--- src/hdl/tsr_pkg.sv ---
// Package for the two-wire slave register access front end
// Functional notes
// Answer address 0110100 with strap low, 0110101 with strap high; last bit is R/W.
// Write with sub address top bit 0 keeps pointer fixed for every data byte.
// Write with sub address top bit 1 advances pointer after each data byte.
// Read without sub address returns register set by the latest write.
// Read after sub address with top bit 0 repeats that register until stop.
// Read after sub address with top bit 1 returns consecutive registers until stop.
// Link runs at standard 100 kbps and fast 400 kbps; high speed unsupported.
// Slave only; never makes start, stop or drives the serial clock.
// Low seven sub address bits form the pointer; top bit selects auto increment.
package tsr_pkg;

   // ==========================================================
   // Addressing
   localparam logic [5:0] SLAVE_ADDR_HI   = 6'h1A;   // Upper six bits 011010
   localparam int         PTR_W           = 7;
   localparam logic [6:0] PTR_RESET       = 7'h00;
   localparam logic [7:0] BYTE_RESET      = 8'h00;
   localparam logic [3:0] BIT_CNT_RESET   = 4'h0;
   localparam logic [3:0] BIT_CNT_LAST    = 4'h8;
   localparam logic [3:0] BIT_CNT_ACK     = 4'h9;   // Acknowledge slot after eight bits

   // ==========================================================
   // Link rate figures
   localparam int CLK_MHZ        = 125;
   localparam int FAST_RATE_KBPS = 400;
   localparam int STD_RATE_KBPS  = 100;
   // Clock cycles per fast-mode bit, for information of users
   localparam int FAST_BIT_CYCLES = (CLK_MHZ * 1000) / FAST_RATE_KBPS;

   // ==========================================================
   // Protocol states
   typedef enum logic [5:0] {
      ST_IDLE = 6'b000001,
      ST_ADDR = 6'b000010,
      ST_SUB  = 6'b000100,
      ST_WDAT = 6'b001000,
      ST_RDAT = 6'b010000,
      ST_ACK  = 6'b100000
   } tsr_state_t;

   // Register side write request
   typedef struct packed {
      logic       en;
      logic [6:0] addr;
      logic [7:0] data;
   } tsr_wr_t;

endpackage : tsr_pkg

--- src/hdl/tsr_sync.sv ---
// Two flip-flop synchroniser with edge detection of the settled level
`timescale 1ns/10ps
`default_nettype none
module tsr_sync (
   input  wire logic clk_i,
   input  wire logic rst_i,
   input  wire logic ce_i,
   input  wire logic d_i,
   output logic      q_o,
   output logic      rise_o,
   output logic      fall_o
);
   logic s1_reg, s2_reg, s3_reg;
   logic s1_next, s2_next, s3_next;

   // Next values: hold while the clock enable is low
   always_comb begin
      s1_next = ce_i ? d_i : s1_reg;
      s2_next = ce_i ? s1_reg : s2_reg;
      s3_next = ce_i ? s2_reg : s3_reg;
   end

   // Registers, idle bus level is high
   always_ff @(posedge clk_i or posedge rst_i) begin
      if (rst_i) begin
         s1_reg <= 1'b1;
         s2_reg <= 1'b1;
         s3_reg <= 1'b1;
      end else begin
         s1_reg <= s1_next;
         s2_reg <= s2_next;
         s3_reg <= s3_next;
      end
   end

   assign q_o    = s2_reg;
   assign rise_o = s2_reg & ~s3_reg;
   assign fall_o = ~s2_reg & s3_reg;
endmodule : tsr_sync
`default_nettype wire

--- src/hdl/tsr_slave.sv ---
// Two-wire serial slave that reads and writes an internal register space
`timescale 1ns/10ps
`default_nettype none
module tsr_slave (
   input  wire logic             clk_i,
   input  wire logic             rst_i,
   input  wire logic             ce_i,
   input  wire logic             scl_i,
   input  wire logic             sda_i,
   output logic                  sda_oe_n_o,
   input  wire logic             address_select_strap_i,
   output tsr_pkg::tsr_wr_t      wr_o,
   output logic [6:0]            rd_addr_o,
   input  wire logic [7:0]       rd_data_i,
   output logic                  busy_o
);
   // ==========================================================
   // Input synchronisers
   logic scl_s, scl_rise, scl_fall, sda_s, sda_rise, sda_fall;

   tsr_sync u_scl (
      .clk_i  (clk_i),
      .rst_i  (rst_i),
      .ce_i   (ce_i),
      .d_i    (scl_i),
      .q_o    (scl_s),
      .rise_o (scl_rise),
      .fall_o (scl_fall)
   );

   tsr_sync u_sda (
      .clk_i  (clk_i),
      .rst_i  (rst_i),
      .ce_i   (ce_i),
      .d_i    (sda_i),
      .q_o    (sda_s),
      .rise_o (sda_rise),
      .fall_o (sda_fall)
   );

   // ==========================================================
   // Strap pin synchroniser; a static level, but still a pin from outside
   logic strap_s;

   tsr_sync u_strap (
      .clk_i  (clk_i),
      .rst_i  (rst_i),
      .ce_i   (ce_i),
      .d_i    (address_select_strap_i),
      .q_o    (strap_s),
      .rise_o (),
      .fall_o ()
   );

   // ==========================================================
   // State
   tsr_pkg::tsr_state_t state_reg, state_next, after_ack_reg, after_ack_next;
   logic [3:0] bit_cnt_reg, bit_cnt_next;
   logic [7:0] shift_reg, shift_next;
   logic [6:0] ptr_reg, ptr_next;
   logic       inc_reg, inc_next;
   logic       oe_n_reg, oe_n_next;
   logic       drive_reg, drive_next;
   logic       nack_reg, nack_next;
   tsr_pkg::tsr_wr_t wr_reg, wr_next;
   logic       busy_reg, busy_next;

   logic start_cond, stop_cond;
   logic addr_match;

   // Start and stop seen while the clock line is high
   assign start_cond = sda_fall & scl_s;
   assign stop_cond  = sda_rise & scl_s;

   // Slave address compare with strap as bit one
   assign addr_match = (shift_reg[7:2] == tsr_pkg::SLAVE_ADDR_HI) &&
                       (shift_reg[1] == strap_s);

   // Next state and data path; only SDA is ever driven, never SCL
   always_comb begin
      state_next     = state_reg;
      after_ack_next = after_ack_reg;
      bit_cnt_next   = bit_cnt_reg;
      shift_next     = shift_reg;
      ptr_next       = ptr_reg;
      inc_next       = inc_reg;
      drive_next     = drive_reg;
      nack_next      = nack_reg;
      wr_next        = wr_reg;
      wr_next.en     = 1'b0;
      busy_next      = busy_reg;
      if (ce_i) begin
         if (stop_cond) begin
            // Stop ends any transfer; pointer and mode are kept
            state_next = tsr_pkg::ST_IDLE;
            drive_next = 1'b0;
            busy_next  = 1'b0;
         end else if (start_cond) begin
            state_next   = tsr_pkg::ST_ADDR;
            bit_cnt_next = tsr_pkg::BIT_CNT_RESET;
            drive_next   = 1'b0;
            busy_next    = 1'b1;
         end else begin
            unique case (state_reg)
               tsr_pkg::ST_IDLE: begin
                  drive_next = 1'b0;
               end
               tsr_pkg::ST_ADDR, tsr_pkg::ST_SUB, tsr_pkg::ST_WDAT: begin
                  // Sample on rising clock, MSB first
                  if (scl_rise) begin
                     shift_next   = {shift_reg[6:0], sda_s};
                     bit_cnt_next = bit_cnt_reg + 4'h1;
                  end
                  if (scl_fall && bit_cnt_reg == tsr_pkg::BIT_CNT_LAST) begin
                     bit_cnt_next = tsr_pkg::BIT_CNT_RESET;
                     state_next   = tsr_pkg::ST_ACK;
                     drive_next   = 1'b1;
                     if (state_reg == tsr_pkg::ST_ADDR) begin
                        if (!addr_match) begin
                           state_next = tsr_pkg::ST_IDLE;
                           drive_next = 1'b0;
                        end else begin
                           // Read with no sub address reuses pointer
                           after_ack_next = shift_reg[0] ? tsr_pkg::ST_RDAT
                                                         : tsr_pkg::ST_SUB;
                        end
                     end else if (state_reg == tsr_pkg::ST_SUB) begin
                        ptr_next       = shift_reg[6:0];
                        inc_next       = shift_reg[7];
                        after_ack_next = tsr_pkg::ST_WDAT;
                     end else begin
                        wr_next.en     = 1'b1;
                        wr_next.addr   = ptr_reg;
                        wr_next.data   = shift_reg;
                        // Fixed or advancing pointer on write   see R2
                        ptr_next       = inc_reg ? ptr_reg + 7'h01 : ptr_reg;
                        after_ack_next = tsr_pkg::ST_WDAT;
                     end
                  end
               end
               tsr_pkg::ST_ACK: begin
                  // Release after the acknowledge clock falls, or for a read drive bit 7 of the first byte
                  if (scl_fall) begin
                     state_next = after_ack_reg;
                     if (after_ack_reg == tsr_pkg::ST_RDAT) begin
                        shift_next = rd_data_i;
                        drive_next = ~rd_data_i[7];
                        bit_cnt_next = 4'h1;
                     end else begin
                        drive_next = 1'b0;
                     end
                  end
               end
               tsr_pkg::ST_RDAT: begin
                  if (scl_fall) begin
                     if (bit_cnt_reg == tsr_pkg::BIT_CNT_LAST) begin
                        // Last data bit is over: release and enter the acknowledge slot
                        drive_next   = 1'b0;
                        bit_cnt_next = tsr_pkg::BIT_CNT_ACK;
                     end else if (bit_cnt_reg == tsr_pkg::BIT_CNT_ACK) begin
                        // Master ack ended; a nack means no more bytes
                        if (nack_reg) begin
                           state_next = tsr_pkg::ST_IDLE;
                           drive_next = 1'b0;
                        end else begin
                           shift_next   = rd_data_i;
                           drive_next   = ~rd_data_i[7];
                           bit_cnt_next = 4'h1;
                        end
                     end else begin
                        shift_next   = {shift_reg[6:0], 1'b0};
                        drive_next   = ~shift_reg[6];
                        bit_cnt_next = bit_cnt_reg + 4'h1;
                     end
                  end
                  // Master acknowledge is sampled in the ninth bit, never in the
                  // eighth, so the last data bit is not taken for it
                  if (scl_rise && bit_cnt_reg == tsr_pkg::BIT_CNT_ACK) begin
                     nack_next    = sda_s;
                     // Repeat or advance after each byte read   see R5
                     ptr_next     = inc_reg ? ptr_reg + 7'h01 : ptr_reg;
                  end
               end
               default: begin
                  state_next = tsr_pkg::ST_IDLE;
                  drive_next = 1'b0;
               end
            endcase
         end
      end
      // Pin enable kept in its own flop so the output needs no gate
      oe_n_next = ~drive_next;
   end

   // Registers
   always_ff @(posedge clk_i or posedge rst_i) begin
      if (rst_i) begin
         state_reg     <= tsr_pkg::ST_IDLE;
         after_ack_reg <= tsr_pkg::ST_IDLE;
         bit_cnt_reg   <= tsr_pkg::BIT_CNT_RESET;
         shift_reg     <= tsr_pkg::BYTE_RESET;
         ptr_reg       <= tsr_pkg::PTR_RESET;
         inc_reg       <= 1'b0;
         oe_n_reg      <= 1'b1;
         drive_reg     <= 1'b0;
         nack_reg      <= 1'b0;
         wr_reg        <= '0;
         busy_reg      <= 1'b0;
      end else begin
         state_reg     <= state_next;
         after_ack_reg <= after_ack_next;
         bit_cnt_reg   <= bit_cnt_next;
         shift_reg     <= shift_next;
         ptr_reg       <= ptr_next;
         inc_reg       <= inc_next;
         oe_n_reg      <= oe_n_next;
         drive_reg     <= drive_next;
         nack_reg      <= nack_next;
         wr_reg        <= wr_next;
         busy_reg      <= busy_next;
      end
   end

   // Outputs from flip-flops; enable is low while pulling SDA low
   assign sda_oe_n_o = oe_n_reg;
   assign wr_o       = wr_reg;
   assign rd_addr_o  = ptr_reg;
   assign busy_o     = busy_reg;
endmodule : tsr_slave
`default_nettype wire

--- config.mk ---
export PLATFORM = sky130hd
export DESIGN_NAME = tsr_slave
export DESIGN_NICKNAME = d
export VERILOG_FILES = /design/src/hdl/tsr_pkg.sv /design/src/hdl/tsr_sync.sv /design/src/hdl/tsr_slave.sv
export SDC_FILE = /design/constraint.sdc
export NUM_CORES = 1
export LEC_CHECK = 0
export ABC_AREA = 1
export BUFFER_PORTS_ARGS = -buffer_cell sky130_fd_sc_hd__buf_2
export CAP_MARGIN = 20
export CORE_MARGIN = 1.5
export CORE_UTILIZATION = 24
export CTS_BUF_LIST = sky130_fd_sc_hd__clkbuf_16
export CTS_CLUSTER_SIZE = 16
export DETAILED_ROUTE_END_ITERATION = 10
export PLACE_DENSITY = 0.4
export SLEW_MARGIN = 20
export SYNTH_ARGS = -nofsm -noshare
export SYNTH_HDL_FRONTEND = slang
export SYNTH_SLANG_ARGS = --single-unit
--- constraint.sdc ---
create_clock -name clk_i -period 2.3 [get_ports clk_i]
set_clock_uncertainty 0.1 [all_clocks]
set_input_delay 0.23 -clock clk_i [delete_from_list [all_inputs] [get_ports clk_i]]
set_output_delay 0.23 -clock clk_i [all_outputs]
set_load 0.02 [all_outputs]
; ---- After elaboration in Yosys (flattened, before gate mapping)
; Cells that the tools add are included.
[word_totals]
ff_bits = 60
out_inout_bits = 25
word_cells = 150
[op_classes]
add_sub_neg = 2
eq_ne = 33
muxes = 60
bitwise = 17
reduce_logical = 17
[ops]
columns = cell, n
row1 = 16-bit 2-to-1 mux, 7
row2 = 6-bit 2-to-1 mux, 12
row3 = 8-bit 2-to-1 mux, 7
row4 = 4-bit 2-to-1 mux, 9
row5 = 7-bit 2-to-1 mux, 5
row6 = 4-bit inequality test (second input constant), 7
row7 = 6-bit case mux with 4 select lines, 1
row8 = 8-bit case mux with 3 select lines, 1
row9 = 7-bit AND reduction, 3
row10 = 6-bit by 5-bit == test with 1-bit output (second input constant), 3
row11 = 2-bit inequality test (second input constant), 9
row12 = 8-bit AND reduction, 2
row13 = 3-bit inequality test (second input constant), 5
row14 = 1-bit 2-to-1 mux, 14
row15 = 7-bit case mux with 2 select lines, 1
row16 = 4-bit case mux with 3 select lines, 1
row17 = 1-bit inverter, 11
row18 = 10-bit AND reduction, 1
row19 = 4-bit == test (second input constant), 2
row20 = 7-bit by 1-bit adder with 7-bit output (second input constant), 1
row21 = 1-bit bitwise AND, 6
row22 = 6-bit by 1-bit == test with 1-bit output (second input constant), 1
row23 = 6-bit by 2-bit == test with 1-bit output (second input constant), 1
row24 = 6-bit by 3-bit == test with 1-bit output (second input constant), 1
row25 = 15 further kinds, 18

; ---- Logic depth before layout (Yosys ltp)
; Gate-level depths: netlist (run 1).
[depth]
ltp_word = 10
depth_mapped = 12
ltp_nobuf = 12

; ---- Modules after synthesis
; A second synthesis (run 1) with hierarchy kept.
[unflattened]
hier_cells = 478
area_unflattened_um2 = 3594.7
[by_module_without_submodules]
columns = mod, instances, cells_each, area_per_inst_um2
row1 = tsr_slave, 1, 424, 3189.3
row2 = tsr_sync, 3, 18, 135.1

; ---- Least setup slack after synthesis (run 1)
; Ideal clock, no wire load.
[synth_path]
kind = reg2reg
from = register bit_cnt_reg[0]
to = register wr_reg, in the netlist wr_o[1]
arrival_time_ns = 1.545
t_required_ns = 2.081
setup_slack_ns = 0.536
stages_incl_launch_ff = 11
path_buffers = 1
cell_sequence = dfrtp_1 -> inv_1 -> ha_1 -> nand3_2 -> nor2_4 -> inv_2 -> nor2_4 -> nand4_4 -> buf_6 -> nand2_1 -> o21ai_2
[synth_between]
elab_chain_cells = 3
[synth_rtl]
columns = element, line_no
row1 = from (decl), tsr_slave.sv:58  ; logic [3:0] bit_cnt_reg, bit_cnt_next;
row2 = from (signal assigned), tsr_slave.sv:200  ; bit_cnt_reg <= tsr_pkg::BIT_CNT_RESET;
row3 = from (signal assigned), tsr_slave.sv:212  ; bit_cnt_reg <= bit_cnt_next;
row4 = 4-bit == test, tsr_slave.sv:114  ; if (scl_fall && bit_cnt_reg == tsr_pkg::BIT_CNT_LAST) begin
row5 = 1-bit logical AND, tsr_slave.sv:114
row6 = 7-bit AND reduction (no source line), --
row7 = to (signal assigned), tsr_slave.sv:219  ; wr_reg <= wr_next;
row8 = to (decl), tsr_slave.sv:65  ; tsr_pkg::tsr_wr_t wr_reg, wr_next;
; No other way between the ends.
; A chain may end at the register's enable or synchronous reset.

; ---- Final worst setup path (run 1)
[layout_path]
from = register bit_cnt_reg[0]
to = register wr_reg, in the netlist wr_o[9]
; The elaborated chain is that of the path after synthesis.

==> results of run 1 <==
==> worst max path at each step <==
stage	from	endpoint	slack (ns)	cells after the start
after floorplan	bit_cnt_reg[0]$_DFFE_PP0P_	wr_o[1]$_DFFE_PP0P_	0.54	10
after global placement	bit_cnt_reg[0]$_DFFE_PP0P_	wr_o[14]$_DFFE_PP0P_	0.20	10
after detailed placement	bit_cnt_reg[0]$_DFFE_PP0P_	wr_o[7]$_DFFE_PP0P_	0.23	10
after CTS	bit_cnt_reg[0]$_DFFE_PP0P_	wr_o[7]$_DFFE_PP0P_	0.22	10
after global routing	state_reg[0]$_DFFE_PP1P_	shift_reg[5]$_DFFE_PP0P_	0.06	9
final	bit_cnt_reg[0]$_DFFE_PP0P_	wr_o[9]$_DFFE_PP0P_	0.24	10
==> cell usage in the layout, fill, tap and decap left out, types with 6 or more instances in the layout <==
master       n
nor2_2       6
dfrtp_1     47
inv_2        9
inv_1       53
dfstp_2     11
nand3_2      8
nor2_1      42
o21ai_0     32
nand2_1    151
o21ai_2     14
nand3_1     51
clkbuf_16    9
buf_2       38
==> cell families (layout without fill, tap and decap cells) <==
logic type               Yosys count  count (layout)
AO/OA/AOI/OAI                     52              52
AND/OR/NAND/NOR                  283             283
buffers and inverters             65             120
adder cells (fa/ha/maj)            4               4
flip-flops                        58              58
XOR/XNOR                           1               1
==> per-layer routing <==
layer / GRT usage [%] / vias up / wire [microns]
met5: 0 / - / 0
li1: - / 1574 / -
met1: 16.7 / 1414 / 4330
met4: 4.80 / 0 / 233
met2: 20.8 / 54 / 4110
met3: 4.83 / 15 / 415
==> power by group through the flow <==
| stage | clock [mW] | sequential (mW) | combinational (mW) |
|---|---|---|---|
| after floorplan | 0 | 1.24 | 0.562 |
| after global placement | 0 | 1.27 | 0.740 |
| after detailed placement | 0 | 1.27 | 0.747 |
| after CTS | 1.33 | 1.26 | 0.756 |
| after global routing | 1.36 | 1.28 | 0.860 |
| final | 1.28 | 1.25 | 0.742 |
==> through the flow <==
stage / hold WS [ns] / total power, mW / instance area (sq um) / std cells / util, %
after floorplan: 0.226 / 1.81 / 3430 / 463 / -
after global placement: 0.223 / 2.01 / 3840 / 678 / 27.5
after detailed placement: 0.223 / 2.02 / 3840 / 678 / 27.5
after CTS: 0.120 / 3.34 / 4160 / 698 / 29.8
after global routing: 0.162 / 3.50 / 4160 / 698 / 29.8
final: 0.124 / 3.27 / 4160 / 698 / 29.8
==> worst reg2reg max path, delay by kind of cell (launching register included) <==
family	cells	cell delay [ns]
flip-flops	1	0.44
AO/OA/AOI/OAI	1	0.05
AND/OR/NAND/NOR	5	0.72
adder cells (fa/ha/maj)	1	0.15
buffers and inverters	3	0.48
==> final cells by class <==
| type | instances | area (sq um) |
|---|---|---|
| clock buffers | 9 | 225 |
| clock inverters | 7 | 53.8 |
| fillers | 1515 | 9780 |
| inverters | 59 | 221 |
| multi-input cells | 340 | 1700 |
| flip-flops and latches | 58 | 1470 |
| well taps | 180 | 225 |
| repair buffers | 45 | 265 |
==> timing repair <==
action | CTS | global route
hold buffers | 4 | 0
endpoints found under the hold margin | 50 | 0
endpoints found under the setup margin | 0 | 0
==> qor.yml, run 1 <==
start_util_pct: 24.6
yosys.cell_count.top_type: "nand2_1"
clock_latency_ns: 0.34
rsz0062_at_grt: "false"
drtIter0Drc: 150
ys_ff_latch: 58
clock-root-buffer: "clkbuf_16"
die_h_microns: 123
cts_max_level: 3
critical_path_class: "register to register"
status: "completed"
cp_top_family: "simple AND/OR/NAND/NOR gates"
cap_violations: 0
drive_gt1_share_pct: 22.6
antenna_found_initial: 0
num_rows: 43
synthArstFlopShare_pct: 100
power_frac_clock_pct: 39.0
synth_compound_area_share_pct: 9.11
num_antenna_cells: 0
hold_viol: 0
antenna_left: 0
dieArea_sq_mm: 0.0150
synthAdderAreaFrac_pct: 1.46
synth.avg_cell_area_sq_um: 7.42
portBuffers: 38
end_kind: "register"
yosys.area_share.simple_pct: 38.7
nNetsFinal: 531
cts_resized: 0
yosysWarnings: 0
wl_microns: 9080
pwr-share-seq_pct: 38.3
cp_slowest_cell: "dfrtp_1"
power_switching_share_pct: 33.1
ir_drop_mv: 0.392
r2r_start: "bit_cnt_reg[0]$_DFFE_PP0P_"
grt_max_degree: 59
p_leak_nw: 2.12
first_global_vias: 2940
syn_area_sq_mm: 0.00343
cp_max_fo: 28
cts_max_path_buffers: 2
synth_area_leaders: "dfrtp_1, nand2_1, dfstp_2"
vias_per_cell: 4.38
cp-start-kind: "register"
area_growth_pct: 21.1
path_cells: "inv_1 -> ha_1 -> nand3_2 -> nor2_4 -> inv_2 -> nor2_4 -> nand4_4 -> buf_4 -> nand2_1 -> o21ai_2"
p_sw_mw: 1.08
drc: 0
synth_cell_types: 27
clk_pin_slew_ns: 0.05
yosysSeqAreaShare_pct: 42.7
synthesis.nets: 481
reg2reg_depth: 10
crit_top_cell: "nor2_4"
via_count: 3057
critical_path_buf_inv_count: 3
power_density_mw_per_mm2: 787
holdPathStages: 3
synthXorXnorAreaFrac_pct: 0.255
fin_ws_ns: 0.236
ioPinCount: 39
holdPathEnd: "u_scl.s1_reg$_DFFE_PP1P_"
pwr-share-comb_pct: 22.7
tritoncts: "yes"
synth_top_cell_by_area: "dfrtp_1"
post-place-ws_ns: 0.234
max_stage_delay_ns: 0.44
p_int_mw: 2.19
timing.rr.end: "wr_o[9]$_DFFE_PP0P_"
synth_top_flop_cell: "dfrtp_1"
finalCritPeriodShare_pct: 89.8
grt_pass1_wl_microns: 15000
cp.arrival_ns: 2.18
synthMuxAreaShare_pct: 0
max_freq_mhz: 484
period_needed_ns: 2.06
crit_required_ns: 2.42
grt_overflow: 0
syn_inst: 463
wl_per_cell_microns: 13.0
maxSlewHeadroom_pct: 74.2
finalMaxSlewViolations: 0
dp_hpwl_microns: 6660
hold_class: "input port to register"
synth_common_cells: "nand2_1, inv_1, nand3_1"
cts_made_buffers: 9
cts.sinks: 58
drtPass1Iterations: 4
finalSetupTns_ns: 0
setup_viol_count_final: 0
gp_congestion: 0.811
largest_reg_flops: 16
grt_usage_pct: 13.3
cts_setup_buffers: 0
r2r_setup_slack_ns: 0.24
die_w_microns: 123
synth_edf_count: 0
worst_slew_pin_slew_ns: 0.386
synth_top_family_by_area: "simple AND/OR/NAND/NOR gates"
synth_top_cell_area_share_pct: 34.2
worstHoldStart: "ce_i"
core-area_sq_mm: 0.0139
No activity file was read; power rests on OpenSTA's default activity.
==> run 2: changes to the inputs <==
--- a/config.mk
+++ b/config.mk
@@ -5,7 +5,6 @@
 export SDC_FILE = /design/constraint.sdc
 export NUM_CORES = 1
 export LEC_CHECK = 0
-export ABC_AREA = 1
 export BUFFER_PORTS_ARGS = -buffer_cell sky130_fd_sc_hd__buf_2
 export CAP_MARGIN = 20
 export CORE_MARGIN = 1.5
==> qor.yml, run 2 <==
wl_per_cell_microns: 15.0
yosysSeqAreaShare_pct: 46.9
cts.sinks: 58
finalMaxSlewViolations: 0
worst_slew_pin_slew_ns: 0.544
area_growth_pct: 32.3
p_leak_nw: 1.94
setup_viol_count_final: 0
cp_num_cells: 6
die_h_microns: 117
p_int_mw: 2.39
portBuffers: 38
drtPass1Iterations: 4
power_density_mw_per_mm2: 838
finalCritPeriodShare_pct: 99.0
post-place-ws_ns: 0.00257
cp.arrival_ns: 2.40
p_sw_mw: 1.07
maxSlewHeadroom_pct: 63.7
antenna_left: 0
max_freq_mhz: 439
fin_ws_ns: 0.0239
power_switching_share_pct: 31.0
cts_max_level: 3
yosys.area_share.simple_pct: 17.5
yosysWarnings: 0
grt_pass1_wl_microns: 13700
cp_max_fo: 6
via_count: 2565
yosys.cell_count.top_type: "dfrtp_1"
path_cells: "or4_4 -> or2_4 -> o21ai_2 -> a211oi_2 -> a32oi_4 -> mux2_2"
reg2reg_depth: 6
syn_inst: 305
grt_max_degree: 38
r2r_start: "state_reg[1]$_DFFE_PP0P_"
syn_area_sq_mm: 0.00312
cap_violations: 0
synth_cell_types: 57
cts_made_buffers: 9
hold_class: "input port to register"
finalNonFillerCells: 561
synthesis.nets: 323
fin_total_pwr_mw: 3.47
synth_top_family_by_area: "simple AND/OR/NAND/NOR gates"
synth_top_cell_by_area: "dfrtp_1"
final_common_cell: "dfrtp_1"
period_needed_ns: 2.28
ys_ff_latch: 58
num_rows: 41
pwr-share-seq_pct: 36.5
dp_hpwl_microns: 6280
finalSetupTns_ns: 0
hold_viol: 0
synthXorXnorAreaFrac_pct: 1.12
die_w_microns: 117
critical_path_buf_inv_count: 0
cp_top_family: "simple AND/OR/NAND/NOR gates"
r2r_setup_slack_ns: 0.02
synth_edf_count: 0
core-area_sq_mm: 0.0127
fillerInstances: 1337
start_util_pct: 24.7
first_global_vias: 2586
clock-root-buffer: "clkbuf_16"
wl_microns: 8430
synth_top_flop_cell: "dfrtp_1"
power_frac_clock_pct: 38.0
cp_slowest_cell: "or4_4"
critical_path_class: "register to register"
pwr-share-comb_pct: 25.5
vias_per_cell: 4.57
rsz0062_at_grt: "true"
crit_path_start: "state_reg[1]$_DFFE_PP0P_"
synthArstFlopShare_pct: 100
ioPinCount: 39
end_kind: "register"
gp_congestion: 0.855
synth_top_cell_area_share_pct: 37.6
synth.avg_cell_area_sq_um: 10.2
cp-start-kind: "register"
num_antenna_cells: 0
mostFrequentLayoutCells: "dfrtp_1, buf_2, buf_4"
synth_compound_area_share_pct: 17.1
status: "completed"
clock_latency_ns: 0.34
grt_usage_pct: 13.7
synth_area_leaders: "dfrtp_1, mux2_2, dfstp_2"
largest_reg_flops: 16
dieArea_sq_mm: 0.0137
max_stage_delay_ns: 0.57
clk_pin_slew_ns: 0.06
tritoncts: "yes"
drive_gt1_share_pct: 39.1
critPathCapture: "state_reg[2]$_DFFE_PP0P_"
ir_drop_mv: 0.476
grt_overflow: 0
synth_common_cells: "dfrtp_1, nand2_1, mux2_2"
cts_max_path_buffers: 2
drc: 0
crit_required_ns: 2.42
timing.rr.end: "state_reg[2]$_DFFE_PP0P_"
nNetsFinal: 402
synthAdderAreaFrac_pct: 1.60
antenna_found_initial: 0
dpl.cell_count: 543
drtIter0Drc: 141
synthMuxAreaShare_pct: 12.0
[run 2: cells by family after synthesis]
kind of cell / count (synthesis)
fa+ha+maj: 4
xor+xnor: 4
mux: 34
flops: 58
simple gates: 104
buf+inv: 23
compound gates: 78
[run 2: metrics by stage]
stage                     instance area (sq um)  hold WS, ns  util [%]
after global routing                       4130       0.0156      32.6
after floorplan                            3130        0.282         -
after detailed placement                   3780        0.211      29.9
after CTS                                  4090      0.00719      32.2
final                                      4130       0.0226      32.6
after global placement                     3780        0.204      29.9
[run 2: final cells by class]
| class | instances | area, sq um | area share (%) |
|---|---|---|---|
| multi-input combinational | 224 | 1580 | 38.2 |
| sequential | 58 | 1470 | 35.4 |
| timing repair buffer | 81 | 548 | 13.3 |
| clock buffer | 9 | 225 | 5.45 |
| tap | 172 | 215 | 5.21 |
| clock inverter | 7 | 62.6 | 1.51 |
| inverter | 10 | 37.5 | 0.908 |
[run 2: worst min path at each step]
stage,from,to,slack (ns),cells after the start
global placement,rst_i,state_reg[4]$_DFFE_PP0P_,0.20,2
detailed placement,rst_i,state_reg[5]$_DFFE_PP0P_,0.21,2
finish,scl_i,u_scl.s1_reg$_DFFE_PP1P_,0.02,2
CTS,scl_i,u_scl.s1_reg$_DFFE_PP1P_,0.007,2
floorplan,scl_i,u_scl.s1_reg$_DFFE_PP1P_,0.28,1
global route,scl_i,u_scl.s1_reg$_DFFE_PP1P_,0.02,2
[run 2: what timing repair did]
item	4_1_cts	5_1_grt
hold endpoints to repair	12	0
buffers inserted	0	1
hold buffers	1	0
gates resized for setup	1	11
pin swaps	0	4
setup endpoints to repair	1	19
[run 2: worst reg2reg max path, cell delays in order (launching register included)]
cell      delay [ns]
dfrtp_1         0.39
or4_4           0.57
or2_4           0.27
o21ai_2         0.06
a211oi_2        0.10
a32oi_4         0.29
mux2_2          0.38
[run 2: metal layers]
layer	track usage, %	wire, microns	vias up	share of wire, %
met2	19.3	3710	40	44
met3	4.07	319	10	3.8
met4	6.35	161	0	1.9
li1	-	-	1273	-
met1	19.3	4230	1242	50
met5	0	0	-	0
[run 2: power by group through the flow]
stage	clock [mW]	combinational [mW]	sequential (mW)
final	1.32	0.885	1.26
after global routing	1.40	0.994	1.29
after CTS	1.36	0.869	1.26
after detailed placement	0	0.864	1.28
after global placement	0	0.869	1.28
after floorplan	0	0.549	1.26
==> run 3: changes to the inputs <==
--- a/config.mk
+++ b/config.mk
@@ -12,6 +12,7 @@
 export CTS_BUF_LIST = sky130_fd_sc_hd__clkbuf_16
 export CTS_CLUSTER_SIZE = 16
 export DETAILED_ROUTE_END_ITERATION = 10
+export GPL_TIMING_DRIVEN = 0
 export PLACE_DENSITY = 0.4
 export SLEW_MARGIN = 20
 export SYNTH_ARGS = -nofsm -noshare
==> qor.yml, run 3 (synthesized netlist as in run 2, its figures left out) <==
status: "finished with violations"
violations: "negative setup slack"
maxSlewHeadroom_pct: 62.7
cts_max_level: 3
cts.sinks: 58
dp_hpwl_microns: 5850
setup_viol_count_final: 5
fin_total_pwr_mw: 3.41
period_needed_ns: 2.35
fillerInstances: 1335
final_util_pct: 32.7
mostFrequentLayoutCells: "dfrtp_1, buf_2, nand2_1"
hold_viol: 0
rsz0062_at_grt: "true"
antenna_found_initial: 0
die_h_microns: 117
cap_violations: 0
dpl.cell_count: 515
start_util_pct: 24.7
finalNonFillerCells: 557
drtIter0Drc: 122
die_w_microns: 117
first_global_vias: 2595
clk_pin_slew_ns: 0.05
dieArea_sq_mm: 0.0137
grt_pass1_wl_microns: 13500
p_leak_nw: 1.91
via_count: 2627
ir_drop_mv: 0.549
top_layer_used: "met4"
place_area_sq_mm: 0.00356
grt_overflow: 0
vias_per_cell: 4.72
num_antenna_cells: 0
grt_usage_pct: 13.1
pwr-share-comb_pct: 26.9
wl_microns: 8430
portBuffers: 37
post-place-ws_ns: -0.306
antenna_left: 0
cp.arrival_ns: 2.46
area_growth_pct: 32.7
cp-start-kind: "register"
worst_slew_pin_slew_ns: 0.555
p_int_mw: 2.30
clock-root-buffer: "clkbuf_16"
wl_met2_microns: 3830
core-area_sq_mm: 0.0127
finalCritPeriodShare_pct: 102
num_rows: 41
reg2reg_depth: 6
power_frac_clock_pct: 34.7
end_kind: "register"
hold_class: "input port to register"
crit_required_ns: 2.41
critical_path_class: "register to register"
cts_made_buffers: 9
wl_met3_microns: 210
power_density_mw_per_mm2: 822
fin_ws_ns: -0.0505
max_freq_mhz: 425
drc: 0
final_common_cell: "dfrtp_1"
cp_max_fo: 7
power_switching_share_pct: 32.5
grt_max_degree: 44
post-route-cell-area_sq_mm: 0.00415
clock_latency_ns: 0.33
pwr-share-seq_pct: 38.4
tritoncts: "yes"
drtPass1Iterations: 4
nNetsFinal: 398
holdPathStages: 2
ioPinCount: 39
wl_per_cell_microns: 15.1
p_sw_mw: 1.11
cts_max_path_buffers: 2
gp_congestion: 0.803
drive_gt1_share_pct: 40.0
met1Wirelength_microns: 4190
finalMaxSlewViolations: 0
largest_reg_flops: 16
## run 3: cell types whose count changed in the layout (fill, tap and decap cells not counted), moves of 3 or more
cell / before / now
buf_4: 38 / 29
clkbuf_1: 0 / 4
mux2_4: 1 / 4
mux2_2: 27 / 24
## run 3: worst max-delay path, cell delays in order, from the launching register on
cell      delay (ns)
dfrtp_2         0.44
or4_4           0.61
or2_4           0.26
o21ai_2         0.06
a211oi_2        0.11
a32oi_4         0.32
mux2_4          0.33
## run 3: power groups by stage
stage,sequential (mW),combinational [mW],clock [mW]
floorplan,1.26,0.549,0
global route,1.33,1.00,1.27
CTS,1.31,0.799,1.23
global placement,1.31,0.700,0
detailed placement,1.31,0.705,0
finish,1.31,0.915,1.18
## run 3: cell type report
cell class / count / area (sq um) / share of cell area, %
buffer: 9 / 61.3 / 1.48
clock buffer: 9 / 225 / 5.43
clock inverter: 7 / 36.3 / 0.875
inverter: 10 / 40.0 / 0.966
multi-input combinational: 224 / 1660 / 40.0
sequential: 58 / 1470 / 35.4
tap: 172 / 215 / 5.19
timing repair buffer: 68 / 444 / 10.7
## run 3: path summary, 6_finish.rpt
kind	endpoint	from	slack (ns)
max	state_reg[2]$_DFFE_PP0P_	state_reg[1]$_DFFE_PP0P_	-0.05
min	u_sda.s1_reg$_DFFE_PP1P_	sda_i	0.04
max reg2reg	state_reg[2]$_DFFE_PP0P_	state_reg[1]$_DFFE_PP0P_	-0.05
min reg2reg	sda_oe_n_o$_DFF_PP1_	register	0.38
max in group asynchronous	state_reg[0]$_DFFE_PP1P_	rst_i	1.27
min in group asynchronous	busy_o$_DFFE_PP0P_	rst_i	0.29
## run 3: repair_timing
action | CTS | global route
pin swaps | 12 | 9
hold buffers | 1 | 0
endpoints found under the hold margin | 15 | 0
buffers inserted | 18 | 10
gates cloned | 0 | 1
setup endpoints to repair | 47 | 40
gates resized for setup | 18 | 14
## run 3: layer usage
| layer | vias to the layer above | GRT usage (%) |
|---|---|---|
| li1 | 1270 | - |
| met1 | 1300 | 17.9 |
| met2 | 44 | 19.3 |
| met3 | 13 | 3.14 |
| met4 | 0 | 6.35 |
| met5 | - | 0 |
## run 3: stage by stage
stage | setup TNS, ns | hold slack [ns]
floorplan | 0 | 0.282
finish | -0.231 | 0.0350
detailed placement | -8.43 | 0.0856
global route | -1.54 | 0.0325
CTS | -0.361 | 0.0211
global placement | -26.89 | 0.364
